`src/sg_regs.svh`:
```
// Register indices, field positions, widths and reset values of the sound generator.
`ifndef SG_REGS_SVH
`define SG_REGS_SVH

// ****************************************************************
// Register indices.
// ****************************************************************
`define SG_IDX_TONE_A_FINE     4'h0
`define SG_IDX_TONE_A_COARSE   4'h1
`define SG_IDX_TONE_B_FINE     4'h2
`define SG_IDX_TONE_B_COARSE   4'h3
`define SG_IDX_TONE_C_FINE     4'h4
`define SG_IDX_TONE_C_COARSE   4'h5
`define SG_IDX_NOISE_PERIOD    4'h6
`define SG_IDX_SOURCE_ENABLE   4'h7
`define SG_IDX_LEVEL_A         4'h8
`define SG_IDX_LEVEL_B         4'h9
`define SG_IDX_LEVEL_C         4'ha
`define SG_IDX_ENV_LOW         4'hb
`define SG_IDX_ENV_HIGH        4'hc
`define SG_IDX_ENV_SHAPE       4'hd
`define SG_IDX_IO_PORT_A       4'he
`define SG_IDX_IO_PORT_B       4'hf

// ****************************************************************
// Field positions and widths.
// ****************************************************************
`define SG_COARSE_W            4
`define SG_FINE_W              8
`define SG_NOISE_W             5
`define SG_LEVEL_W             5
`define SG_SHAPE_W             4
`define SG_LEVEL_ENV_BIT       4
`define SG_PORTB_SEL_BIT       7

// ****************************************************************
// Reset values.
// ****************************************************************
`define SG_RST_ENABLE_MASK     8'h3f
`define SG_RST_ZERO            8'h00
`define SG_RST_INDEX           4'h0

`endif

```
`src/sg_pkg.sv`:
```
// Types shared by the sound generator register block.
package sg_pkg;

  // Bus-control action decoded from direction and control-one.
  typedef enum logic [1:0] {
    SG_BUS_IDLE,
    SG_BUS_READ,
    SG_BUS_WRITE,
    SG_BUS_LATCH
  } sg_bus_op_t;

  // One register byte.
  typedef logic [7:0] sg_byte_t;

endpackage : sg_pkg

```
`src/sg_regfile.sv`:
```
// Register file and bus interface of the three-channel sound generator.
`timescale 1ns/1ns
`include "sg_regs.svh"

module sg_regfile
  import sg_pkg::*;
(
  // Clock, enable and reset.
  input  wire logic        CLK,
  input  wire logic        CE,
  input  wire logic        RESETN,
  // Bus control and data.
  input  wire logic        BUS_DIRECTION,
  input  wire logic        BUS_CONTROL_ONE,
  input  wire logic [7:0]  DATA_IN,
  output logic      [7:0]  DATA_OUT,
  output logic             DATA_OE_N,
  // I/O port A input and port B output.
  input  wire logic [7:0]  PORT_A_IN,
  output logic      [7:0]  PORT_B_OUT,
  output logic             JOYSTICK_SELECT,
  // Settings presented to the tone, noise and envelope logic.
  output logic      [11:0] TONE_PERIOD_A,
  output logic      [11:0] TONE_PERIOD_B,
  output logic      [11:0] TONE_PERIOD_C,
  output logic      [4:0]  NOISE_PERIOD,
  output logic      [2:0]  TONE_ON,
  output logic      [2:0]  NOISE_ON,
  output logic      [3:0]  FIXED_LEVEL_A,
  output logic      [3:0]  FIXED_LEVEL_B,
  output logic      [3:0]  FIXED_LEVEL_C,
  output logic      [2:0]  USE_ENVELOPE,
  output logic      [15:0] ENVELOPE_PERIOD,
  output logic      [3:0]  ENVELOPE_SHAPE
);

  // ****************************************************************
  // State type.
  // ****************************************************************
  // State of the block past the reset and input synchronisers, registered as one word.
  typedef struct packed {
    logic [3:0]  index;
    sg_byte_t [15:0] regs;
    logic [7:0]  dout;
    logic        oe_n;
    logic [11:0] tone_a;
    logic [11:0] tone_b;
    logic [11:0] tone_c;
    logic [4:0]  noise;
    logic [2:0]  tone_on;
    logic [2:0]  noise_on;
    logic [3:0]  lvl_a;
    logic [3:0]  lvl_b;
    logic [3:0]  lvl_c;
    logic [2:0]  use_env;
    logic [15:0] env_period;
    logic [3:0]  env_shape;
  } sg_state_t;

  // ****************************************************************
  // Reset release and input synchronisation.
  // ****************************************************************
  logic       rst_meta_ff;     // First stage of reset release.
  logic       rst_sync_ff;     // Released reset used by the design.
  logic [1:0] ctl_sync;        // Synchronised direction and control-one.
  logic [7:0] din_sync;        // Synchronised data bus.
  logic [7:0] porta_sync;      // Synchronised port A pins.
  sg_bus_op_t bus_op;          // Decoded bus action.
  sg_state_t  state_ff;        // Registered state.
  sg_state_t  nxt_state;       // Next state.

  // Reset asserts at once and releases through two flip-flops.
  always_ff @(posedge CLK or negedge RESETN) begin
    if (!RESETN) begin
      rst_meta_ff <= 1'b0;
      rst_sync_ff <= 1'b0;
    end else begin
      rst_meta_ff <= 1'b1;
      rst_sync_ff <= rst_meta_ff;
    end
  end

  // Bus controls come from the host glue, outside this clock.
  sg_sync #(.WIDTH(2)) u_ctl_sync (
    .clk   (CLK),
    .ce    (CE),
    .rst_n (rst_sync_ff),
    .d     ({BUS_DIRECTION, BUS_CONTROL_ONE}),
    .q     (ctl_sync)
  );

  // Data bus and port A pins, grouped in one synchroniser.
  sg_sync #(.WIDTH(16)) u_data_sync (
    .clk   (CLK),
    .ce    (CE),
    .rst_n (rst_sync_ff),
    .d     ({DATA_IN, PORT_A_IN}),
    .q     ({din_sync, porta_sync})
  );

  // Decoder of the bus action.
  sg_bus_decode u_decode (
    .bus_direction   (ctl_sync[1]),
    .bus_control_one (ctl_sync[0]),
    .bus_op          (bus_op)
  );

  // ****************************************************************
  // Next-state logic.
  // ****************************************************************
  // Carries out the bus action and derives the settings outputs.
  always_comb begin
    sg_byte_t [15:0] r;
    r         = state_ff.regs;
    nxt_state = state_ff;
    // Port A is an input: its register mirrors the pins.
    r[`SG_IDX_IO_PORT_A] = porta_sync;
    case (bus_op)
      SG_BUS_LATCH: begin
        // Index stays until the next latch.
        nxt_state.index = din_sync[3:0];
        nxt_state.oe_n  = 1'b1;
      end
      SG_BUS_WRITE: begin
        // Write goes to the latched index, port A stays read-only.
        if (state_ff.index != `SG_IDX_IO_PORT_A) begin
          r[state_ff.index] = din_sync;
        end
        nxt_state.oe_n = 1'b1;
      end
      SG_BUS_READ: begin
        // Drive the selected register onto the data bus.
        nxt_state.dout = r[state_ff.index];
        nxt_state.oe_n = 1'b0;
      end
      default: begin
        // Idle releases the data bus.
        nxt_state.oe_n = 1'b1;
      end
    endcase
    // Narrow registers keep only their documented width, upper bits zero.
    r[`SG_IDX_TONE_A_COARSE] = {4'h0, r[`SG_IDX_TONE_A_COARSE][3:0]};
    r[`SG_IDX_TONE_B_COARSE] = {4'h0, r[`SG_IDX_TONE_B_COARSE][3:0]};
    r[`SG_IDX_TONE_C_COARSE] = {4'h0, r[`SG_IDX_TONE_C_COARSE][3:0]};
    r[`SG_IDX_NOISE_PERIOD]  = {3'h0, r[`SG_IDX_NOISE_PERIOD][4:0]};
    r[`SG_IDX_LEVEL_A]       = {3'h0, r[`SG_IDX_LEVEL_A][4:0]};
    r[`SG_IDX_LEVEL_B]       = {3'h0, r[`SG_IDX_LEVEL_B][4:0]};
    r[`SG_IDX_LEVEL_C]       = {3'h0, r[`SG_IDX_LEVEL_C][4:0]};
    r[`SG_IDX_ENV_SHAPE]     = {4'h0, r[`SG_IDX_ENV_SHAPE][3:0]};
    nxt_state.regs = r;
    // Tone periods: coarse bits above fine bits.
    nxt_state.tone_a = {r[`SG_IDX_TONE_A_COARSE][3:0], r[`SG_IDX_TONE_A_FINE]};
    nxt_state.tone_b = {r[`SG_IDX_TONE_B_COARSE][3:0], r[`SG_IDX_TONE_B_FINE]};
    nxt_state.tone_c = {r[`SG_IDX_TONE_C_COARSE][3:0], r[`SG_IDX_TONE_C_FINE]};
    nxt_state.noise  = r[`SG_IDX_NOISE_PERIOD][4:0];
    // Mask is active low: a zero bit turns its source on.
    nxt_state.tone_on  = ~r[`SG_IDX_SOURCE_ENABLE][2:0];
    nxt_state.noise_on = ~r[`SG_IDX_SOURCE_ENABLE][5:3];
    // Envelope select forces the fixed level to zero, as bits 0-3 are ignored.
    nxt_state.use_env = {r[`SG_IDX_LEVEL_C][`SG_LEVEL_ENV_BIT],
                         r[`SG_IDX_LEVEL_B][`SG_LEVEL_ENV_BIT],
                         r[`SG_IDX_LEVEL_A][`SG_LEVEL_ENV_BIT]};
    nxt_state.lvl_a = r[`SG_IDX_LEVEL_A][`SG_LEVEL_ENV_BIT] ? 4'h0
                                                            : r[`SG_IDX_LEVEL_A][3:0];
    nxt_state.lvl_b = r[`SG_IDX_LEVEL_B][`SG_LEVEL_ENV_BIT] ? 4'h0
                                                            : r[`SG_IDX_LEVEL_B][3:0];
    nxt_state.lvl_c = r[`SG_IDX_LEVEL_C][`SG_LEVEL_ENV_BIT] ? 4'h0
                                                            : r[`SG_IDX_LEVEL_C][3:0];
    nxt_state.env_period = {r[`SG_IDX_ENV_HIGH], r[`SG_IDX_ENV_LOW]};
    nxt_state.env_shape  = r[`SG_IDX_ENV_SHAPE][3:0];
  end

  // ****************************************************************
  // State register.
  // ****************************************************************
  // Reset loads the all-sources-off mask; the enable freezes all state.
  always_ff @(posedge CLK or negedge rst_sync_ff) begin
    if (!rst_sync_ff) begin
      state_ff                              <= '0;
      state_ff.oe_n                         <= 1'b1;
      state_ff.regs[`SG_IDX_SOURCE_ENABLE]  <= `SG_RST_ENABLE_MASK;
      state_ff.tone_on                      <= 3'h0;
      state_ff.noise_on                     <= 3'h0;
    end else if (CE) begin
      state_ff <= nxt_state;
    end
  end

  // ****************************************************************
  // Outputs.
  // ****************************************************************
  // Every output is a field of the registered state.
  assign DATA_OUT        = state_ff.dout;
  assign DATA_OE_N       = state_ff.oe_n;
  assign PORT_B_OUT      = state_ff.regs[`SG_IDX_IO_PORT_B];
  assign JOYSTICK_SELECT = state_ff.regs[`SG_IDX_IO_PORT_B][`SG_PORTB_SEL_BIT];
  assign TONE_PERIOD_A   = state_ff.tone_a;
  assign TONE_PERIOD_B   = state_ff.tone_b;
  assign TONE_PERIOD_C   = state_ff.tone_c;
  assign NOISE_PERIOD    = state_ff.noise;
  assign TONE_ON         = state_ff.tone_on;
  assign NOISE_ON        = state_ff.noise_on;
  assign FIXED_LEVEL_A   = state_ff.lvl_a;
  assign FIXED_LEVEL_B   = state_ff.lvl_b;
  assign FIXED_LEVEL_C   = state_ff.lvl_c;
  assign USE_ENVELOPE    = state_ff.use_env;
  assign ENVELOPE_PERIOD = state_ff.env_period;
  assign ENVELOPE_SHAPE  = state_ff.env_shape;

endmodule : sg_regfile

```
`src/sg_bus_decode.sv`:
```
// Bus-control decoder of the sound generator.
`timescale 1ns/1ns
module sg_bus_decode
  import sg_pkg::*;
(
  // Synchronised control levels.
  input  wire logic       bus_direction,
  input  wire logic       bus_control_one,
  // Decoded action.
  output sg_bus_op_t      bus_op
);

  // ****************************************************************
  // Decode.
  // ****************************************************************
  // Maps the two control levels onto the four bus actions.
  always_comb begin
    case ({bus_direction, bus_control_one})
      2'b11:   bus_op = SG_BUS_LATCH;
      2'b10:   bus_op = SG_BUS_WRITE;
      2'b01:   bus_op = SG_BUS_READ;
      default: bus_op = SG_BUS_IDLE;
    endcase
  end

endmodule : sg_bus_decode

```
`src/sg_sync.sv`:
```
// Two-flip-flop synchroniser for a group of pin levels.
`timescale 1ns/1ns
module sg_sync #(
  parameter int WIDTH = 1
) (
  // Clock, enable and reset.
  input  wire logic             clk,
  input  wire logic             ce,
  input  wire logic             rst_n,
  // Raw and synchronised levels.
  input  wire logic [WIDTH-1:0] d,
  output logic      [WIDTH-1:0] q
);

  // First stage, read only by the second stage.
  logic [WIDTH-1:0] meta_ff;

  // Both stages clear to zero under reset and hold while disabled.
  always_ff @(posedge clk or negedge rst_n) begin
    if (!rst_n) begin
      meta_ff <= '0;
      q       <= '0;
    end else if (ce) begin
      meta_ff <= d;
      q       <= meta_ff;
    end
  end

endmodule : sg_sync

```
`config.mk`:
```
export PLATFORM = sky130hd
export DESIGN_NAME = sg_regfile
export DESIGN_NICKNAME = d
export VERILOG_FILES = /design/src/sg_pkg.sv /design/src/sg_regfile.sv /design/src/sg_bus_decode.sv /design/src/sg_sync.sv
export VERILOG_INCLUDE_DIRS = /design/src
export SDC_FILE = /design/constraint.sdc
export NUM_CORES = 1
export LEC_CHECK = 0
export BUFFER_PORTS_ARGS = -buffer_cell sky130_fd_sc_hd__buf_2
export CELL_PAD_IN_SITES_DETAIL_PLACEMENT = 0
export CELL_PAD_IN_SITES_GLOBAL_PLACEMENT = 1
export CORE_MARGIN = 3
export CORE_UTILIZATION = 47
export DETAILED_ROUTE_END_ITERATION = 10
export PLACE_DENSITY_LB_ADDON = 0.08
export SYNTH_ARGS = -nofsm -noshare
export SYNTH_HDL_FRONTEND = slang
export SYNTH_SLANG_ARGS = --single-unit
```
`constraint.sdc`:
```
create_clock -name CLK -period 6.4 [get_ports CLK]
set_input_delay 1.92 -clock CLK [delete_from_list [all_inputs] [get_ports CLK]]
set_output_delay 1.92 -clock CLK [all_outputs]
set_load 0.005 [all_outputs]
```
# After elaboration in Yosys (flattened, before gate mapping)
# Index checks and enable logic that the tools add are counted.
[totals]
regBits = 216
latchBits = 0
ram_bits = 0
rom_bits = 0
inputBits = 21
out_inout_bits = 100
wordCells = 62
n_memories = 0
[classes]
addsub = 0
n_mul = 0
n_div = 0
magnitude_cmp = 2
n_eq_ne = 7
shifts = 0
mux = 12
bitwise_logic = 2
reduce_logical = 4
[ops]
columns = ["op", "count"]
rows = [
  ["2-to-1 mux 108 bit", 2],
  ["bitwise mux 128 bit", 1],
  ["binary-select mux 8 bit (select 4 bit)", 1],
  ["demux 8 bit (select 4 bit)", 1],
  ["2-to-1 mux 8 bit", 2],
  ["2-to-1 mux 4 bit", 3],
  ["equality test 2 bit (second input constant)", 4],
  ["inverter 3 bit", 2],
  ["one-hot mux 2 bit (3 select lines)", 1],
  ["less-than comparator 4 x 5 -> 1 bit (second input constant)", 1],
  ["equality test 2 x 1 -> 1 bit (second input constant)", 2],
  [">= comparator 4 x 1 -> 1 bit (second input constant)", 1],
  ["!= test 4 bit (second input constant)", 1],
  ["AND reduction 2 bit", 2],
  ["AND reduction 3 bit", 1],
  ["logical AND 1 bit", 1],
  ["2-to-1 mux 1 bit", 1],
]

# Logic depth before layout (Yosys ltp)
# Gate-level depths: netlist of the first run.
[depth]
ltp_word = 8
mapped_depth = 8
mapped_depth_nobuf = 4

# Modules after synthesis
# Synthesis of the first run repeated with hierarchy kept, for this count alone.
[hier_totals]
hier_cells = 638
hier_area_um2 = 8364.3
[by_module_without_submodules]
columns = ["mod", "instances", "cells_each", "area_each_um2", "seq_area_each_um2"]
rows = [
  ["sg_regfile", 1, 560, 6866.6, 3136.8],
  ["sg_sync at u_data_sync", 1, 68, 1345.0, 800.8],
  ["sg_sync at u_ctl_sync", 1, 8, 145.1, 100.1],
  ["sg_bus_decode", 1, 2, 7.5, 0.0],
]

# Worst setup path after synthesis of the first run
# No wires, ideal clock.
[synth_timing]
path_type = "input to register"
from = "input port CE"
to = "register state_ff (netlist bit TONE_ON[1])"
setup_ps = 125
arrival_time_ps = 2927
t_required_ps = 6275
setup_slack_ps = 3348
path_stages = 4
path_buffers = 3
cell_sequence = "buf_2 > buf_2 > clkbuf_1 > mux2_2"
[synth_lines]
columns = ["element", "line_no", "text"]
rows = [
  ["from (decl)", "sg_regfile.sv:10", "input wire logic CE,"],
  ["to (signal assigned)", "sg_regfile.sv:185", "state_ff <= nxt_state;"],
  ["to (decl)", "sg_regfile.sv:69", "sg_state_t state_ff;"],
]
# No word-level cell between the ends.

# Worst setup path after layout of the first run
[layout_timing]
from = "input port CE"
to = "register state_ff (netlist bit DATA_OUT[0])"
[layout_via]
elab_chain_len = 1
[layout_lines]
columns = ["element"]
rows = [
  ["AND reduction 2 bit (no source line)"],
]
# No other way between the ends.
# A chain may end at the register's enable or synchronous reset.

==> flow_metrics.env, run 1 <==
export IMPL_async_flop_share_pct=100
export IMPL_yosysUniqueCellTypes=58
export IMPL_rsz0062_at_grt="false"
export IMPL_tightestPinTransition_ns=1.11
export IMPL_slew_viol_final=0
export IMPL_start_util_pct=48.6
export IMPL_period_minus_slack_ns=3.75
export IMPL_clock_skew_ns=0.00965
export IMPL_drv_cap=0
export IMPL_status="finished clean"
export IMPL_globalRouteOverflowTotal=0
export IMPL_grt_pass1_vias=5096
export IMPL_dieHeight_um=138
export IMPL_finalInstanceArea_sq_um=8750
export IMPL_hp_class="reg2reg"
export IMPL_coreArea_sq_um=16800
export IMPL_clk_path_buf_depth=2
export IMPL_cts_hold_buf=0
export IMPL_hpwl_um=13300
export IMPL_clock_sinks=161
export IMPL_cellPowerDensity_nw_per_um2=437
export IMPL_root_buffer="clkbuf_16"
export IMPL_route_detailed_drc=0
export IMPL_r2r_start="state_ff[222]"
export IMPL_seq_area_frac_synth_pct=49.4
export IMPL_setup_violations=0
export IMPL_syn_inst=629
export IMPL_wl_um=18900
export IMPL_io_pins=121
export IMPL_r2r_cells=4
export IMPL_wl_per_cell_um=21.6
export IMPL_crit_path_end_kind="register"
export IMPL_place_congestion=0.781
export IMPL_rr_endpoint="TONE_PERIOD_C[9]"
export IMPL_rows=47
export IMPL_max_slew_margin_rel_pct=25.8
export IMPL_grt_antenna_before_repair=1
export IMPL_synth_most_common_cell="dfrtp_1"
export IMPL_fin_crit_sh_pct=58.7
export IMPL_dpl_cell_area_sq_um=8170
export IMPL_syn_avg_cell_area_sq_um=13.0
export IMPL_cts_buffers=17
export IMPL_ir_worst_vdd_mv=0.227
export IMPL_htreeDepth=4
export IMPL_critical_path_arrival_ns=4.04
export IMPL_hold_path_end="rst_sync_ff"
export IMPL_multi_input_area_sq_um=3220
export IMPL_die_area_sq_um=19000
export IMPL_via_per_inst=5.49
export IMPL_yosysTopAreaCell="dfrtp_1"
export IMPL_drt_iter0_markers=294
export IMPL_hold_viol_final=0
export IMPL_clk_pin_slew_ns=0.06
export IMPL_cts_tree="yes"
export IMPL_seq_area_sq_um=4040
export IMPL_synth_main_ff_cell="dfrtp_1"
export IMPL_num_antenna_cells=0
export IMPL_whs_path_depth=0
export IMPL_firstDrtPassIters=4
export IMPL_synth_area_top_cells="dfrtp_1 (47%), mux2_2 (20%), buf_4 (9.5%)"
export IMPL_vias=4801
export IMPL_post_cts_resized=0
export IMPL_synth_nets=650
export IMPL_layout_drive_gt1_share_pct=53.0
export IMPL_startpoint_type="primary input"
export IMPL_path_class="in2reg"
export IMPL_netlist_top_cells_count="dfrtp_1 (154), mux2_2 (148), buf_4 (103), mux2i_1 (24), nor2b_1 (20)"
export IMPL_nets=663
export IMPL_post_cts_setup_buffers=0
export IMPL_power_leakage_nw=4.19
export IMPL_final_antenna_net_count=0
export IMPL_min_from="rst_meta_ff"
export IMPL_fill_cells=1501
export IMPL_yosys_area_top_type_share_pct=47.2
export IMPL_ys_warn_count=0
export IMPL_grtUsageTotal_pct=21.1
export IMPL_synth_seq_cells=161
export IMPL_clk_latency_ns=0.43
export IMPL_portBuffers=120
export IMPL_setup_tns_ns=0
export IMPL_synthesis_area_sq_um=8170
export IMPL_ff2ff_setup_slack_ns=3.80
export IMPL_die_w_um=138
export IMPL_grt_pass1_wl_um=29800
export IMPL_fmax_mhz=266
export IMPL_required_ns=6.69
export IMPL_crit_fanout=83
export IMPL_grt_max_degree=85
export IMPL_synthToLayoutAreaGrowth_pct=7.14
export IMPL_synth_edf_count=0
==> metal layers <==
metal	share of wire, %	wire length (um)	GRT usage, %
met1	44	8270	28.8
met2	48	9180	33.5
met3	6.2	1180	4.67
met4	1.6	303	7.46
met5	0	0	0
==> where the power goes <==
group	internal, W	leakage [nW]	switching [W]
combinational	0.000621	1.90	0.000547
sequential	0.00134	2.02	0.000323
clock	0.000596	0.271	0.000397
==> worst max-delay path: stages <==
cell	delay, ns
buf_4	0.71
and3b_1	0.60
nand2_1	0.16
nor4_1	0.52
nor3_1	0.09
==> worst max-delay path by stage <==
stage / from / to / slack [ns] / depth (start not counted)
3_5_place_dp: CE / DATA_OUT[0] / 2.22 / 5
6_report: CE / DATA_OUT[0] / 2.65 / 5
5_1_grt: CE / DATA_OUT[0] / 2.53 / 5
3_3_place_gp: CE / DATA_OUT[0] / 2.20 / 5
2_1_floorplan: rst_sync_ff / DATA_OUT[0] / 1.59 / 0
4_1_cts: CE / DATA_OUT[0] / 2.68 / 5
==> logic make-up (layout without fill, tap and decap cells) <==
family                 Yosys count  in the layout  share of synthesized area, %
multiplexers                   185            185                          26.7
other                            1              1                        0.0459
buffers and inverters          131            157                          11.2
flip-flops                     161            161                          49.4
AO/OA/AOI/OAI                   47             47                          4.73
AND/OR/NAND/NOR                104            104                          7.89
==> sequential cells by signal (all words and copies together) (netlist names), named ones only <==
signal and flops:
DATA_OE_N 1, DATA_OUT 8, ENVELOPE_PERIOD 1, ENVELOPE_SHAPE 4, FIXED_LEVEL_A 4, FIXED_LEVEL_B 4, FIXED_LEVEL_C 4, NOISE_ON 3
NOISE_PERIOD 5, PORT_B_OUT 8, TONE_ON 3, TONE_PERIOD_A 5, TONE_PERIOD_B 5, TONE_PERIOD_C 5, USE_ENVELOPE 3, rst_meta_ff 1
rst_sync_ff 1, state_ff 54, u_ctl_sync.meta_ff 2, u_ctl_sync.q 2, u_data_sync.meta_ff 16, u_data_sync.q 16
==> layout by cell type (no fill, tap or decap), types with 5 or more instances in the layout <==
cell | synthesis | layout
nor2_1 | 18 | 18
a31o_2 | 11 | 11
nand2_1 | 15 | 15
nor2b_1 | 20 | 20
mux2i_1 | 24 | 24
dfstp_2 | 7 | 7
mux2_2 | 148 | 148
a21oi_1 | 5 | 5
o2bb2ai_1 | 5 | 5
buf_2 | 8 | 119
clkbuf_16 | 0 | 17
nand3_1 | 10 | 10
clkbuf_1 | 10 | 5
buf_4 | 103 | 5
nor3_1 | 6 | 6
mux4_2 | 9 | 9
dfrtp_1 | 154 | 152
==> stage by stage <==
stage / util (%) / power (W) / setup slack [ns] / instances / hold WS [ns]
detailed placement: 48.6 / 0.00287 / 2.22 / 843 / 0.336
CTS: 52.0 / 0.00388 / 2.68 / 875 / 0.351
floorplan: - / 0.00266 / 1.59 / 629 / 0.331
global route: 52.0 / 0.00407 / 2.53 / 875 / 0.361
global placement: 48.6 / 0.00284 / 2.20 / 843 / 0.337
finish: 52.0 / 0.00383 / 2.65 / 875 / 0.348
==> cell type report <==
cell class,count,area share (%)
clock buffers,24,5.39
clock inverters,8,1.20
inverters,1,0.0429
multi-input cells,337,36.8
flip-flops and latches,161,46.2
well taps,220,3.15
repair buffers,124,7.23
Note: power is estimated with default switching activity, not from simulation.
==> run 2, diff against run 1 <==
- ABC_AREA: unset -> 1
- CORE_UTILIZATION: 47 -> 42
- clock period: 6.4 -> 3.8 ns (I/O delays scaled with it)
==> run 2 against run 1 <==
Die area grew 11%. Count of clock-buffer cells in the layout fell by 3. Routed wire length increased by 21%. Setup slack lost 1.3 ns. Largest power group unchanged. Cell area is 2.2% higher. Critical path depth is 3 higher. Via count grew 35%. Sequential power rose by 43%. Hold slack better by 0.0075 ns.
==> flow_metrics.env, run 2 <==
export IMPL_layout_drive_gt1_share_pct=18.8
export IMPL_multi_input_area_sq_um=3030
export IMPL_fin_crit_sh_pct=64.0
export IMPL_critical_path_arrival_ns=2.80
export IMPL_synth_most_common_cell="nand2_1"
export IMPL_hold_viol_final=0
export IMPL_rows=50
export IMPL_num_antenna_cells=0
export IMPL_power_leakage_nw=4.75
export IMPL_top_usage_layer="met2"
export IMPL_rsz0062_at_grt="false"
export IMPL_wl_per_cell_um=17.0
export IMPL_grt_max_degree=68
export IMPL_final_cell_mix="nand2_1 (474), dfrtp_1 (153), buf_2 (120)"
export IMPL_root_buffer="clkbuf_16"
export IMPL_synth_nets=1084
export IMPL_ir_worst_vdd_mv=0.360
export IMPL_vias=6488
export IMPL_hpwl_um=16700
export IMPL_dieHeight_um=145
export IMPL_hold_path_end="rst_sync_ff"
export IMPL_ff2ff_setup_slack_ns=1.37
export IMPL_io_pins=121
export IMPL_post_cts_setup_buffers=0
export IMPL_total_power_w=0.00569
export IMPL_grt_use_met3_pct=3.89
export IMPL_finalInstanceArea_sq_um=8940
export IMPL_cts_hold_buf=0
export IMPL_start_util_pct=43.2
export IMPL_dp_cells=1319
export IMPL_seq_area_frac_synth_pct=49.5
export IMPL_synthesis_area_sq_um=8160
export IMPL_cellPowerDensity_nw_per_um2=637
export IMPL_coreArea_sq_um=18900
export IMPL_grt_antenna_before_repair=0
export IMPL_synthToLayoutAreaGrowth_pct=9.55
export IMPL_r2r_cells=8
export IMPL_die_w_um=145
export IMPL_yosysTopAreaCell="dfrtp_1"
export IMPL_crit_path_end_kind="register"
export IMPL_drv_cap=0
export IMPL_ys_warn_count=0
export IMPL_die_area_sq_um=21100
export IMPL_period_minus_slack_ns=2.43
export IMPL_min_from="rst_meta_ff"
export IMPL_synth_main_ff_cell="dfrtp_1"
export IMPL_place_congestion=0.824
export IMPL_largest_reg_flops=54
export IMPL_worstPathCellList="nand2_1 > nor2_1 > nor2_1 > nand2_1 > nand2_1 > nand2_1 > nand3_1 > nand2_1"
export IMPL_seq_area_sq_um=4040
export IMPL_htreeDepth=4
export IMPL_drt_iter0_markers=473
export IMPL_slew_viol_final=0
export IMPL_via_per_inst=4.80
export IMPL_globalRouteOverflowTotal=0
export IMPL_hp_class="reg2reg"
export IMPL_synth_seq_cells=161
export IMPL_rr_endpoint="FIXED_LEVEL_B[0]"
export IMPL_utilization_pct=47.3
export IMPL_clk_path_buf_depth=2
export IMPL_async_flop_share_pct=100
export IMPL_setup_violations=0
export IMPL_tightestPinTransition_ns=0.934
export IMPL_cts_tree="yes"
export IMPL_required_ns=4.17
export IMPL_setup_tns_ns=0
export IMPL_cts_buffers=17
export IMPL_whs_path_depth=0
export IMPL_grt_use_met1_pct=33.1
export IMPL_status="finished clean"
export IMPL_clk_pin_slew_ns=0.07
export IMPL_crit_slowest_cell="dfrtp_1"
export IMPL_wl_um=22900
export IMPL_cp_common_cell="nand2_1"
export IMPL_final_common_cell="nand2_1"
export IMPL_nets=1099
export IMPL_startpoint_type="register"
export IMPL_crit_fanout=19
export IMPL_syn_inst=1063
export IMPL_fmax_mhz=411
export IMPL_top_register="state_ff"
export IMPL_fill_cells=2020
export IMPL_synth_edf_count=0
export IMPL_max_slew_margin_rel_pct=37.7
export IMPL_clock_sinks=161
export IMPL_netlist_top_cells_count="nand2_1 (474), dfrtp_1 (154), buf_4 (100), o21ai_0 (98), nor2_1 (67)"
export IMPL_yosys_area_top_type_share_pct=47.2
export IMPL_firstDrtPassIters=6
export IMPL_portBuffers=120
export IMPL_grt_pass1_vias=6255
export IMPL_grtUsageMet2_pct=34.6
export IMPL_route_detailed_drc=0
export IMPL_grtUsageTotal_pct=22.3
export IMPL_yosysUniqueCellTypes=30
export IMPL_path_class="reg2reg"
export IMPL_r2r_start="state_ff[220]"
export IMPL_final_antenna_net_count=0
export IMPL_clock_skew_ns=0.0109
export IMPL_dpl_cell_area_sq_um=8280
export IMPL_syn_avg_cell_area_sq_um=7.68
export IMPL_layout_cells_non_filler=1351
export IMPL_top_regs="state_ff x54, u_data_sync.meta_ff x16, u_data_sync.q x16"
export IMPL_clk_latency_ns=0.43
export IMPL_cp_slowest_stage_delay_ns=0.85
export IMPL_synth_area_top_cells="dfrtp_1 (47%), nand2_1 (22%), buf_4 (9.2%)"
export IMPL_post_cts_resized=0
export IMPL_grt_pass1_wl_um=37000
-- run 2: cell types whose count changed after synthesis, sizes merged, moves of 12 or more --
cell and change:
nand2 +464, mux2 -150, o21ai +106, nor2 +56
inv +52, mux2i -24, nand3 +21, nor2b -20
a31o -12, clkbuf +12
-- run 2: cells by family (layout without fill, tap and decap cells) --
family,Yosys count,in the layout,synth area share [%]
AO/OA/AOI/OAI,120,120,7.86
other,1,1,0.0459
flip-flops,161,161,49.5
AND/OR/NAND/NOR,595,595,29.2
buffers and inverters,186,214,13.4
-- run 2: layer usage --
layer | wire length (um) | up-vias
met5 | 0 | -
met4 | 298 | 0
met3 | 1010 | 24
met2 | 10400 | 177
met1 | 11300 | 3050
li1 | - | 3237
-- run 2: critical path, delay by kind of cell (launching register included) --
family           cells  cell delay, ns
and+or+nand+nor      8            1.53
DFF                  1            0.85
-- run 2: power breakdown --
group          internal, W  switching, W  leakage (nW)
clock network      0.00121      0.000722         0.318
registers          0.00206      0.000314          2.08
logic             0.000495      0.000894          2.35
total              0.00376       0.00193          4.75
-- run 2: how the worst max path moves through the flow --
stage / start / end / slack, ns
floorplan: rst_sync_ff / DATA_OUT[0] / 1.14
finish: state_ff[220] / FIXED_LEVEL_B[0] / 1.37
detailed placement: CE / PORT_B_OUT[4] / 0.97
CTS: state_ff[220] / state_ff[183] / 1.38
global route: state_ff[220] / state_ff[181] / 1.15
global placement: CE / PORT_B_OUT[4] / 1.03
-- run 2: layout make-up --
class                           count  share of cell area, %
Clock inverter                     11                   2.25
Multi-Input combinational cell    716                   33.9
Sequential cell                   161                   45.2
Timing Repair Buffer              129                   7.61
Tap cell                          260                   3.64
Clock buffer                       21                   5.15
Inverter                           53                   2.25
-- run 2: stage by stage --
| stage | worst slack, ns | hold WS (ns) |
|---|---|---|
| global route | 1.15 | 0.363 |
| global placement | 1.03 | 0.335 |
| finish | 1.37 | 0.356 |
| detailed placement | 0.969 | 0.345 |
| CTS | 1.38 | 0.361 |
| floorplan | 1.14 | 0.331 |
